### src/pkg/tcm_pkg.sv
// Constants, register layout and timing counts for the transmit control mode block.
package tcm_pkg;

    // ------------------------------------------------------------------
    // Register map.
    // ------------------------------------------------------------------
    localparam int ADDR_W = 12;
    localparam logic [11:0] TXCTL_OFFSET = 12'h000;
    localparam logic [11:0] IRQ_STATUS_OFFSET = 12'h004;
    localparam logic [11:0] IRQ_MASK_OFFSET = 12'h008;

    // ------------------------------------------------------------------
    // Transmit control register fields.
    // ------------------------------------------------------------------
    localparam int TXCTL_W = 16;
    localparam int BIT_IRQ_REQ = 15;
    localparam int BIT_WIN_START = 14;
    localparam int BIT_CRC_INHIBIT = 13;
    localparam int BIT_DEFER_DISABLE = 12;
    localparam int BIT_RESERVED = 11;
    localparam int BIT_EXCESS_DEFER = 10;
    localparam int BIT_LATE_COLL = 5;
    localparam logic [15:0] TXCTL_RESET = 16'h0000;
    localparam logic [15:0] CFG_LOAD_MASK = 16'hF000;

    // ------------------------------------------------------------------
    // Interrupt status and mask fields.
    // ------------------------------------------------------------------
    localparam int IRQ_W = 3;
    localparam int IRQ_DESC = 0;
    localparam int IRQ_EXCESS_DEFER = 1;
    localparam int IRQ_LATE_COLL = 2;
    localparam logic [2:0] IRQ_STATUS_RESET = 3'h0;
    localparam logic [2:0] IRQ_MASK_RESET = 3'h0;

    // ------------------------------------------------------------------
    // Timing.
    // ------------------------------------------------------------------
    localparam real CLK_PERIOD_NS = 5.0;
    localparam real DEFER_TIME_MS = 3.2;
    localparam real SLOT_TIME_US = 51.2;
    localparam int CNT_W = 24;
    localparam int DEFER_CYCLES = int'($ceil(DEFER_TIME_MS * 1000000.0 / CLK_PERIOD_NS));
    localparam int SLOT_CYCLES = int'($ceil(SLOT_TIME_US * 1000.0 / CLK_PERIOD_NS));

    // Transmission phase as seen by this block.
    typedef enum logic [1:0] {
        TCM_IDLE,
        TCM_PREAMBLE,
        TCM_FRAME
    } tcm_phase_type;

endpackage : tcm_pkg

### src/pkg/tcm_count_if.sv
// Handshake between the control logic and one saturating interval counter.
`timescale 1ns/100ps
`default_nettype none

interface tcm_count_if;
    logic run;
    logic clear;
    logic reached;

    modport owner (output run, output clear, input reached);
    modport counter (input run, input clear, output reached);
endinterface : tcm_count_if

`default_nettype wire

### src/hdl/tcm_top.sv
// Transmit control mode bits, deferral and late collision timing with an APB register slave.
`timescale 1ns/100ps
`default_nettype none

module tcm_top
    import tcm_pkg::*;
#(
    parameter int DEFER_LIMIT = tcm_pkg::DEFER_CYCLES,
    parameter int SLOT_LIMIT = tcm_pkg::SLOT_CYCLES
) (
    // Clock and reset.
    input wire logic clk,
    input wire logic rst_b,
    // APB slave.
    input wire logic [tcm_pkg::ADDR_W-1:0] paddr,
    input wire logic psel,
    input wire logic penable,
    input wire logic pwrite,
    input wire logic [31:0] pwdata,
    input wire logic [3:0] pstrb,
    output logic [31:0] prdata,
    output logic pready,
    output logic pslverr,
    // Descriptor fetch and transmit sequencing from the MAC.
    input wire logic desc_cfg_valid,
    input wire logic [15:0] descriptor_config_word,
    input wire logic tx_commence,
    input wire logic tx_sfd_sent,
    input wire logic tx_end,
    input wire logic deferring,
    input wire logic collision,
    // Mode outputs to the MAC.
    output logic late_collision_window_start,
    output logic checksum_append_inhibit,
    output logic deferral_timer_disable,
    output logic transmit_abort,
    output logic late_collision_seen,
    // Interrupt.
    output logic irq
);
    import tcm_pkg::*;

    // ------------------------------------------------------------------
    // Reset synchroniser.
    // ------------------------------------------------------------------
    logic rst_meta_reg;
    logic rst_n;

    // Release is synchronised so no flop sees reset leave near an edge.
    always_ff @(posedge clk or negedge rst_b) begin
        if (!rst_b) begin
            rst_meta_reg <= 1'b0;
            rst_n <= 1'b0;
        end else begin
            rst_meta_reg <= 1'b1;
            rst_n <= rst_meta_reg;
        end
    end

    // ------------------------------------------------------------------
    // State declarations.
    // ------------------------------------------------------------------
    logic [15:0] txctl_reg;
    logic [15:0] cfg_pending_reg;
    logic cfg_pending_valid_reg;
    logic excess_defer_reg;
    logic late_coll_reg;
    logic [IRQ_W-1:0] irq_status_reg;
    logic [IRQ_W-1:0] irq_mask_reg;
    logic [IRQ_W-1:0] irq_event;
    logic [31:0] prdata_reg;
    logic pslverr_reg;
    logic defer_reached_d_reg;
    logic transmit_abort_reg;
    logic late_coll_pulse_reg;
    tcm_phase_type phase_reg;

    logic bus_setup;
    logic bus_write;
    logic addr_hit;
    logic desc_irq_event;
    logic defer_expired;
    logic defer_disable_eff;
    logic window_open;
    logic late_coll_event;

    tcm_count_if defer_cnt ();
    tcm_count_if slot_cnt ();

    // ------------------------------------------------------------------
    // APB decode.
    // ------------------------------------------------------------------
    // Read data is captured in the setup cycle so every access finishes in one access cycle.
    assign bus_setup = psel && !penable;
    assign bus_write = psel && penable && pwrite && !pslverr_reg;
    assign addr_hit = (paddr == TXCTL_OFFSET) || (paddr == IRQ_STATUS_OFFSET) || (paddr == IRQ_MASK_OFFSET);
    assign pready = 1'b1;
    assign pslverr = psel && penable && pslverr_reg;
    assign prdata = prdata_reg;

    // Unmapped addresses are flagged ahead of the access phase.
    always_ff @(posedge clk or negedge rst_n) begin
        if (!rst_n) begin
            pslverr_reg <= 1'b0;
        end else if (bus_setup) begin
            pslverr_reg <= !addr_hit;
        end
    end

    // Read mux; the reserved control bit and unused upper bits read as zero.
    always_ff @(posedge clk or negedge rst_n) begin
        if (!rst_n) begin
            prdata_reg <= 32'h00000000;
        end else if (bus_setup && !pwrite) begin
            case (paddr)
                TXCTL_OFFSET: begin
                    prdata_reg <= {16'h0000, txctl_reg[15:12], 1'b0, excess_defer_reg, 4'h0,
                                   late_coll_reg, 5'h00};
                end
                IRQ_STATUS_OFFSET: begin
                    prdata_reg <= {29'h00000000, irq_status_reg};
                end
                IRQ_MASK_OFFSET: begin
                    prdata_reg <= {29'h00000000, irq_mask_reg};
                end
                default: begin
                    prdata_reg <= 32'h00000000;
                end
            endcase
        end
    end

    // ------------------------------------------------------------------
    // Descriptor configuration and control register.
    // ------------------------------------------------------------------
    // The fetched configuration waits here until the frame actually starts.
    always_ff @(posedge clk or negedge rst_n) begin
        if (!rst_n) begin
            cfg_pending_reg <= TXCTL_RESET;
            cfg_pending_valid_reg <= 1'b0;
        end else if (desc_cfg_valid) begin
            cfg_pending_reg <= descriptor_config_word & CFG_LOAD_MASK;
            cfg_pending_valid_reg <= 1'b1;
        end else if (tx_commence) begin
            cfg_pending_valid_reg <= 1'b0;
        end
    end

    // Hardware loading at frame start wins over a simultaneous software write.
    always_ff @(posedge clk or negedge rst_n) begin
        if (!rst_n) begin
            txctl_reg <= TXCTL_RESET;
        end else if (tx_commence && cfg_pending_valid_reg) begin
            txctl_reg <= cfg_pending_reg & CFG_LOAD_MASK;
        end else if (bus_write && (paddr == TXCTL_OFFSET) && pstrb[1]) begin
            txctl_reg <= {pwdata[15:12], 12'h000} & CFG_LOAD_MASK;
        end
    end

    // An interrupt fires only on a request bit that the control register does not already hold.
    assign desc_irq_event = desc_cfg_valid && descriptor_config_word[BIT_IRQ_REQ]
                            && !txctl_reg[BIT_IRQ_REQ];

    // Mode bits driven straight from the control register to the datapath.
    assign late_collision_window_start = txctl_reg[BIT_WIN_START];
    assign checksum_append_inhibit = txctl_reg[BIT_CRC_INHIBIT];
    assign deferral_timer_disable = txctl_reg[BIT_DEFER_DISABLE];

    // ------------------------------------------------------------------
    // Transmission phase tracking.
    // ------------------------------------------------------------------
    // A frame begins with its first preamble bit and opens fully after the SFD.
    always_ff @(posedge clk or negedge rst_n) begin
        if (!rst_n) begin
            phase_reg <= TCM_IDLE;
        end else begin
            case (phase_reg)
                TCM_IDLE: begin
                    if (tx_commence) begin
                        phase_reg <= TCM_PREAMBLE;
                    end
                end
                TCM_PREAMBLE: begin
                    if (tx_end) begin
                        phase_reg <= TCM_IDLE;
                    end else if (tx_sfd_sent) begin
                        phase_reg <= TCM_FRAME;
                    end
                end
                TCM_FRAME: begin
                    if (tx_end) begin
                        phase_reg <= TCM_IDLE;
                    end
                end
                default: begin
                    phase_reg <= TCM_IDLE;
                end
            endcase
        end
    end

    // ------------------------------------------------------------------
    // Excessive deferral timer.
    // ------------------------------------------------------------------
    // The pending descriptor governs deferral, since deferral precedes its frame start.
    assign defer_disable_eff = cfg_pending_valid_reg ? cfg_pending_reg[BIT_DEFER_DISABLE]
                                                     : txctl_reg[BIT_DEFER_DISABLE];
    assign defer_cnt.run = deferring && !defer_disable_eff;
    assign defer_cnt.clear = !deferring || tx_commence;

    tcm_interval_counter #(
        .CNT_W(CNT_W),
        .LIMIT(CNT_W'(DEFER_LIMIT))
    ) u_defer_counter (
        .clk(clk),
        .rst_n(rst_n),
        .cnt(defer_cnt)
    );

    // Edge of the elapsed level; a disabled timer never reaches its limit anew.
    always_ff @(posedge clk or negedge rst_n) begin
        if (!rst_n) begin
            defer_reached_d_reg <= 1'b0;
        end else begin
            defer_reached_d_reg <= defer_cnt.reached;
        end
    end

    assign defer_expired = defer_cnt.reached && !defer_reached_d_reg && !defer_disable_eff;

    // Set beats the clear at frame start, so an expiry in that cycle is kept.
    always_ff @(posedge clk or negedge rst_n) begin
        if (!rst_n) begin
            excess_defer_reg <= 1'b0;
        end else if (defer_expired) begin
            excess_defer_reg <= 1'b1;
        end else if (tx_commence) begin
            excess_defer_reg <= 1'b0;
        end
    end

    // Abort is a one-cycle request to the transmit sequencer.
    always_ff @(posedge clk or negedge rst_n) begin
        if (!rst_n) begin
            transmit_abort_reg <= 1'b0;
        end else begin
            transmit_abort_reg <= defer_expired;
        end
    end

    assign transmit_abort = transmit_abort_reg;

    // ------------------------------------------------------------------
    // Late collision window.
    // ------------------------------------------------------------------
    // The slot counter starts at the preamble or after the SFD as selected.
    assign window_open = (phase_reg == TCM_FRAME)
                         || ((phase_reg == TCM_PREAMBLE) && txctl_reg[BIT_WIN_START]);
    assign slot_cnt.run = window_open;
    assign slot_cnt.clear = tx_commence || (phase_reg == TCM_IDLE);

    tcm_interval_counter #(
        .CNT_W(CNT_W),
        .LIMIT(CNT_W'(SLOT_LIMIT))
    ) u_slot_counter (
        .clk(clk),
        .rst_n(rst_n),
        .cnt(slot_cnt)
    );

    assign late_coll_event = collision && window_open && slot_cnt.reached;

    // Flag holds until the next frame; a late collision in that same cycle still sets it.
    always_ff @(posedge clk or negedge rst_n) begin
        if (!rst_n) begin
            late_coll_reg <= 1'b0;
            late_coll_pulse_reg <= 1'b0;
        end else begin
            late_coll_pulse_reg <= late_coll_event;
            if (late_coll_event) begin
                late_coll_reg <= 1'b1;
            end else if (tx_commence) begin
                late_coll_reg <= 1'b0;
            end
        end
    end

    assign late_collision_seen = late_coll_pulse_reg;

    // ------------------------------------------------------------------
    // Interrupt status, mask and output.
    // ------------------------------------------------------------------
    assign irq_event[IRQ_DESC] = desc_irq_event;
    assign irq_event[IRQ_EXCESS_DEFER] = defer_expired;
    assign irq_event[IRQ_LATE_COLL] = late_coll_event;

    // Write one to clear; a new event in the clearing cycle survives.
    always_ff @(posedge clk or negedge rst_n) begin
        if (!rst_n) begin
            irq_status_reg <= IRQ_STATUS_RESET;
        end else if (bus_write && (paddr == IRQ_STATUS_OFFSET) && pstrb[0]) begin
            irq_status_reg <= (irq_status_reg & ~pwdata[IRQ_W-1:0]) | irq_event;
        end else begin
            irq_status_reg <= irq_status_reg | irq_event;
        end
    end

    // Mask bits enable the matching status bits onto the interrupt line.
    always_ff @(posedge clk or negedge rst_n) begin
        if (!rst_n) begin
            irq_mask_reg <= IRQ_MASK_RESET;
        end else if (bus_write && (paddr == IRQ_MASK_OFFSET) && pstrb[0]) begin
            irq_mask_reg <= pwdata[IRQ_W-1:0];
        end
    end

    assign irq = |(irq_status_reg & irq_mask_reg);

endmodule : tcm_top

`default_nettype wire

### src/hdl/tcm_interval_counter.sv
// Saturating interval counter that reports when a programmed cycle count has elapsed.
`timescale 1ns/100ps
`default_nettype none

module tcm_interval_counter #(
    parameter int CNT_W = 24,
    parameter logic [CNT_W-1:0] LIMIT = 24'h000010
) (
    // Clock and synchronised reset.
    input wire logic clk,
    input wire logic rst_n,
    // Control from the owner.
    tcm_count_if.counter cnt
);

    logic [CNT_W-1:0] count_reg;

    // Counts while running; holds at the limit so the result stays a clean level.
    always_ff @(posedge clk or negedge rst_n) begin
        if (!rst_n) begin
            count_reg <= '0;
        end else if (cnt.clear) begin
            count_reg <= '0;
        end else if (cnt.run && (count_reg != LIMIT)) begin
            count_reg <= count_reg + 1'b1;
        end
    end

    // The interval has elapsed once the count sits at the limit.
    assign cnt.reached = (count_reg == LIMIT);

endmodule : tcm_interval_counter

`default_nettype wire

### config.mk
export PLATFORM = sky130hd
export DESIGN_NAME = tcm_top
export DESIGN_NICKNAME = d
export VERILOG_FILES = /design/src/pkg/tcm_pkg.sv /design/src/pkg/tcm_count_if.sv /design/src/hdl/tcm_top.sv /design/src/hdl/tcm_interval_counter.sv
export SDC_FILE = /design/constraint.sdc
export NUM_CORES = 1
export LEC_CHECK = 0
export BUFFER_PORTS_ARGS = -buffer_cell sky130_fd_sc_hd__clkbuf_2
export CORE_AREA = 2 2 88 90
export CTS_BUF_LIST = sky130_fd_sc_hd__clkbuf_2 sky130_fd_sc_hd__clkbuf_4 sky130_fd_sc_hd__clkbuf_8
export DETAILED_ROUTE_END_ITERATION = 10
export DIE_AREA = 0 0 90 92
export GPL_ROUTABILITY_DRIVEN = 0
export PLACE_DENSITY = 0.87
export SLEW_MARGIN = 20
export SYNTH_ARGS = -nofsm -noshare
export SYNTH_HDL_FRONTEND = slang
export SYNTH_SLANG_ARGS = --single-unit
### constraint.sdc
create_clock -name clk -period 4.68 [get_ports clk]
set_input_delay 0.234 -clock clk [delete_from_list [all_inputs] [get_ports clk]]
set_output_delay 0.234 -clock clk [all_outputs]
set_load 0.1 [all_outputs]
==> impl_metrics.ini, run 1 <==
[status]
status = complete, no violations

[die]
io_pins = 115
core_um2 = 7450
row_count = 32
fp.dieW_um = 90
die_area_um2 = 8280
die_h_um = 92
initial_core_util_pct = 56.7

[sta]
period_needed_ns = 2.27
skew_ns = 0.0135
setup_tns_ns = 0
rsz0062_at_grt = false
relSlewSlack_pct = 41.1
tightest_slew_ns = 0.882
finalMaxSlewViolations = 0
hold_viol_final = 0
setup_violations = 0
period_share_pct = 48.6
fmax_ghz = 0.440

[placement]
place_hpwl_mm = 5.94
placed_area_um2 = 4470
portBuffers = 51

[power_and_ir_drop]
p_leak_nw = 2.06
ir_drop_mv = 0.153
powerDensity_nw_per_um2 = 303

[min_path]
hp-class = input pin to register
worstHoldStart = tx_end
holdPathStages = 2
hold_end = phase_reg[1]

[yosys]
async_reset_ff_share_pct = 100
synthTopCellsByCount = dfrtp_1 (82), nor2_1 (57), buf_4 (24), nand2_1 (22), xnor2_1 (21)
synthFlopType = dfrtp_1
syn-instance-count = 422
synth.most_common_cell = dfrtp_1
syn_area_per_cell_um2 = 10.0
netlist.area_leader.share_pct = 48.6
ys_types = 51
ys_warn_count = 0
yosysSeqAreaShare_pct = 48.6
syn_area_um2 = 4220
synth_edf_count = 0
synth_seq_cells = 82
synth_top_area_cell = dfrtp_1
synth_area_leaders = dfrtp_1 (49%), nor2_1 (5.1%), xnor2_1 (4.4%)

[routing]
highest_layer = met4
routedWlPerCell_um = 14.5
drc = 0
drtIter0Drc = 192
vias = 3239
drt-total-wl_mm = 8.43
routed-wl-met2_mm = 4.31
ant_nets = 0
first_pass_iters = 4
drt-met1-wl_mm = 3.50
wl_met3_um = 382
viasPerCell = 5.57

[global_route]
antenna_found_initial = 0
gr-total-overflow = 0
track_usage_pct = 21.8
grt_max_degree = 81
grt_pass1_vias = 3156
grt_pass1_wl_mm = 14.4

[critical_path]
r2r_start = u_defer_counter.count_reg[13]
crit_buf_inv = 0
crit_required_ns = 4.89
cp.arrival_ns = 2.49
end_kind = register
crit_slowest_cell = o21ai_1
crit_chain = nor4b_1, nand4_1, o21ai_1, mux2i_1, nor2_1
cp-start-kind = register
timing.rr.end = u_defer_counter.count_reg[1]
r2r_slack_ns = 2.41
crit_family = compound AO/OA/AOI/OAI gates
worstSetupPathType = register to register
ff2ff_path_depth = 5
cp_max_fo = 12
cpPeakStageDelay_ns = 0.74

[layout]
layout.nets = 555
nFillCells = 620
final_util_pct = 62.7
area.growth.synth_to_final_pct = 10.7
design_area_um2 = 4670
drive_above_1_share_pct = 17.7
num_antenna_cells = 0

[cts]
root_buffer = clkbuf_8
cts_tree = yes
cts_resized = 0
htree_levels = 3
clock_latency_ns = 0.36
cts.path.max_buffers = 2
path_clk_slew_ns = 0.08
clkSinkCount = 82
numCtsBuffers = 9

[job]
maxCapViolCount = 0
## power breakdown
part,switching [mW],internal (mW)
logic,0.180,0.0428
registers,0.0182,0.722
clock network,0.250,0.202
## per-layer routing
layer / vias to the layer above / GRT usage [%]
met4: 0 / 11.3
met5: - / 0
met3: 22 / 4.27
met1: 1581 / 26.3
li1: 1550 / -
met2: 86 / 37.3
## layout make-up
cell class,count,area (µm²),share of cell area [%]
clock buffer,10,138,2.95
timing repair buffer,54,300,6.43
multi-input combinational,313,1960,41.9
sequential,82,2060,44.0
inverter,16,60.1,1.29
tap,102,128,2.73
clock inverter,5,31.3,0.670
## what timing repair did
action	4_1_cts	5_1_grt
buffers inserted	0	0
hold endpoints to repair	2	0
hold buffers	1	0
## placed cells by master (no fill, tap or decap), drive strengths merged, types with 5 or more instances in the layout
| cell | netlist | final |
|---|---|---|
| mux2 | 7 | 7 |
| and3 | 6 | 6 |
| nand3 | 18 | 18 |
| inv | 16 | 16 |
| or3 | 7 | 7 |
| clkbuf | 7 | 61 |
| o31ai | 7 | 7 |
| xor2 | 14 | 14 |
| o21ai | 15 | 15 |
| nand4 | 14 | 14 |
| dfrtp | 82 | 82 |
| nor3 | 9 | 9 |
| a21oi | 18 | 18 |
| nor2b | 5 | 5 |
| mux2i | 8 | 8 |
| a22o | 6 | 6 |
| nand2 | 22 | 22 |
| and4 | 7 | 7 |
| nor4 | 10 | 10 |
| nor2 | 58 | 58 |
| xnor2 | 21 | 21 |
| conb | 2 | 25 |
## through the flow
step	std cells	hold WS [ns]	power, mW	worst slack, ns
detailed placement	565	0.0235	0.975	2.47
global route	582	0.0496	1.47	2.31
finish	582	0.0510	1.42	2.41
CTS	581	0.0511	1.42	2.43
global placement	565	0.0203	0.968	2.57
floorplan	445	-0.0616	0.949	2.23
## worst max path at each step
stage / cells past startpoint / to / start / slack, ns
6_report: 5 / u_defer_counter.count_reg[1] / u_defer_counter.count_reg[13] / 2.41
5_1_grt: 7 / u_defer_counter.count_reg[16] / u_defer_counter.count_reg[0] / 2.31
4_1_cts: 5 / u_defer_counter.count_reg[1] / u_defer_counter.count_reg[13] / 2.43
3_5_place_dp: 5 / u_defer_counter.count_reg[1] / u_defer_counter.count_reg[13] / 2.47
3_3_place_gp: 5 / u_defer_counter.count_reg[1] / u_defer_counter.count_reg[13] / 2.57
2_1_floorplan: 0 / cfg_pending_reg[12] / rst_n / 2.23
## cell families (layout without fill, tap and decap cells)
| kind of cell | after synthesis | count (layout) | share of synthesized area [%] |
|---|---|---|---|
| flip-flops | 82 | 82 | 48.6 |
| adder cells (fa/ha/maj) | 4 | 4 | 1.19 |
| buffers and inverters | 50 | 85 | 6.97 |
| XOR/XNOR | 35 | 35 | 7.27 |
| other | 2 | 25 | 0.178 |
| AO/OA/AOI/OAI | 57 | 57 | 8.51 |
| AND/OR/NAND/NOR | 177 | 177 | 23.4 |
| multiplexers | 15 | 15 | 3.86 |
Power figures use the tool's default switching activity.
==> inputs of run 2 (changes only) <==
--- a/config.mk
+++ b/config.mk
@@ -6,12 +6,12 @@
 export NUM_CORES = 1
 export LEC_CHECK = 0
 export BUFFER_PORTS_ARGS = -buffer_cell sky130_fd_sc_hd__clkbuf_2
-export CORE_AREA = 2 2 88 90
+export CORE_AREA = 2 2 96 98
 export CTS_BUF_LIST = sky130_fd_sc_hd__clkbuf_2 sky130_fd_sc_hd__clkbuf_4 sky130_fd_sc_hd__clkbuf_8
 export DETAILED_ROUTE_END_ITERATION = 10
-export DIE_AREA = 0 0 90 92
+export DIE_AREA = 0 0 98 100
 export GPL_ROUTABILITY_DRIVEN = 0
-export PLACE_DENSITY = 0.87
+export PLACE_DENSITY = 0.77
 export SLEW_MARGIN = 20
 export SYNTH_ARGS = -nofsm -noshare
 export SYNTH_HDL_FRONTEND = slang
==> constraint.sdc (replaced) <==
create_clock -name clk -period 1.9 [get_ports clk]
set_input_delay 0.095 -clock clk [delete_from_list [all_inputs] [get_ports clk]]
set_output_delay 0.095 -clock clk [all_outputs]
set_load 0.1 [all_outputs]
==> run 2 against run 1 <==
  * Clock skew about the same
  * First-iteration DRC count down 45%
  * Sequential power up 150%
  * Global-route usage down 3.1 points
  * Largest power group unchanged
  * Critical endpoint unchanged
  * Wire length up 4.7%
  * Sequential cell count unchanged
  * Worst hold slack worse by 0.025 ns
  * Count of clock-buffer cells in the layout up 2
  * Non-clock buffer count up 32
==> impl_metrics.ini, run 2 (synthesis gave the netlist of run 1 again) <==
[sta]
skew_ns = 0.0134
setup_violations = 0
relSlewSlack_pct = 41.0
hold_viol_final = 0
period_needed_ns = 1.87
rsz0062_at_grt = true
period_share_pct = 98.6
fmax_ghz = 0.534
finalMaxSlewViolations = 0
tightest_slew_ns = 0.882
setup_tns_ns = 0

[routing]
drtIter0Drc = 105
routedWlPerCell_um = 14.2
viasPerCell = 5.38
ant_nets = 0
drt-total-wl_mm = 8.83
drc = 0
first_pass_iters = 6
vias = 3357

[cts]
numCtsBuffers = 9
path_clk_slew_ns = 0.09
clock_latency_ns = 0.36
clkSinkCount = 82
cts_tree = yes
root_buffer = clkbuf_8
htree_levels = 3
cts.path.max_buffers = 2

[die]
initial_core_util_pct = 47.5
row_count = 35
fp.dieW_um = 98
die_h_um = 100
die_area_um2 = 9800
io_pins = 115
core_um2 = 8890

[critical_path]
ff2ff_path_depth = 7
cp_max_fo = 6
timing.rr.end = u_defer_counter.count_reg[1]
cpPeakStageDelay_ns = 0.45
worstSetupPathType = register to register
crit_required_ns = 2.11
crit_slowest_cell = dfrtp_1
r2r_start = u_defer_counter.count_reg[4]
r2r_slack_ns = 0.03
crit_top_cell = buf_6
crit_chain = nor4_2, nand4_1, o21ai_2, buf_6, buf_6, mux2i_1, nor2_1
crit_buf_inv = 2
crit_family = simple AND/OR/NAND/NOR gates
end_kind = register
cp.arrival_ns = 2.08
cp-start-kind = register

[min_path]
worstHoldStart = tx_sfd_sent
hp-class = input pin to register
holdPathStages = 3
hold_end = phase_reg[1]

[status]
status = complete, no violations

[global_route]
gr-total-overflow = 0
track_usage_pct = 18.7
antenna_found_initial = 0
grt_pass1_wl_mm = 14.8
grt_pass1_vias = 3209
grt_max_degree = 42

[placement]
place_hpwl_mm = 6.08
portBuffers = 51

[power_and_ir_drop]
ir_drop_mv = 0.289
powerDensity_nw_per_um2 = 725
finalPower_mw = 3.69
p_leak_nw = 2.24

[layout]
area.growth.synth_to_final_pct = 20.4
drive_above_1_share_pct = 25.7
num_antenna_cells = 0
final_cell_mix = dfrtp_1 (78), nor2_1 (57), clkbuf_2 (51)
layout_commonest_cell = dfrtp_1
layout.nets = 587

[job]
maxCapViolCount = 0
==> run 2: through the flow <==
stage          instance area [µm²]  hold WS, ns  worst slack [ns]  utilization, %  std cells
2_1_floorplan                 4310       -0.201          0.000124               -        445
3_3_place_gp                  4630       -0.114            0.0547            52.1        592
3_5_place_dp                  4630       -0.113          -0.00827            52.1        592
4_1_cts                       4970       0.0135           0.00487            55.9        622
5_1_grt                       5080       0.0391           -0.0822            57.2        624
6_report                      5080       0.0257            0.0265            57.2        624
==> run 2: final cells by class <==
class,instances,area (µm²)
clock buffers,12,165
clock inverters,4,33.8
inverters,16,60.1
multi-input cells,313,2050
repair buffers,86,569
well taps,111,139
flip-flops and latches,82,2060
fillers,765,3810
==> run 2: worst min-delay path, stage by stage <==
cell	delay (ns)
clkbuf_2	0.11
a21oi_1	0.06
nor2_1	0.07
==> run 2: what timing repair did <==
item,4_1_cts,5_1_grt
setup endpoints to repair,4,16
cloned,0,1
hold buffers,11,0
pin swaps,1,10
setup buffers,3,1
resized for setup,1,27
endpoints found under the hold margin,13,0
==> run 2: metal layers <==
layer / share of wire, % / GRT usage, % / vias to the layer above
met5: 0 / 0 / -
li1: - / - / 1607
met4: 2.5 / 7.59 / 0
met3: 4.0 / 3.90 / 18
met2: 50 / 31.5 / 79
met1: 44 / 23.8 / 1653
==> run 2: power breakdown <==
| part | internal, mW | switching [mW] | total (mW) |
|---|---|---|---|
| Sequential | 1.78 | 0.0505 | 1.83 |
| Combinational | 0.155 | 0.456 | 0.611 |
| Clock | 0.592 | 0.651 | 1.24 |
==> run 2: how the worst max path moves through the flow <==
| stage | from | end | depth (start not counted) |
|---|---|---|---|
| after global placement | u_defer_counter.count_reg[12] | excess_defer_reg | 5 |
| final | u_defer_counter.count_reg[4] | u_defer_counter.count_reg[1] | 7 |
| after global routing | u_defer_counter.count_reg[4] | u_defer_counter.count_reg[1] | 7 |
| after floorplan | txctl_reg[12] | u_defer_counter.count_reg[21] | 5 |
| after detailed placement | u_defer_counter.count_reg[0] | u_defer_counter.count_reg[22] | 8 |
| after CTS | u_defer_counter.count_reg[0] | u_defer_counter.count_reg[14] | 8 |
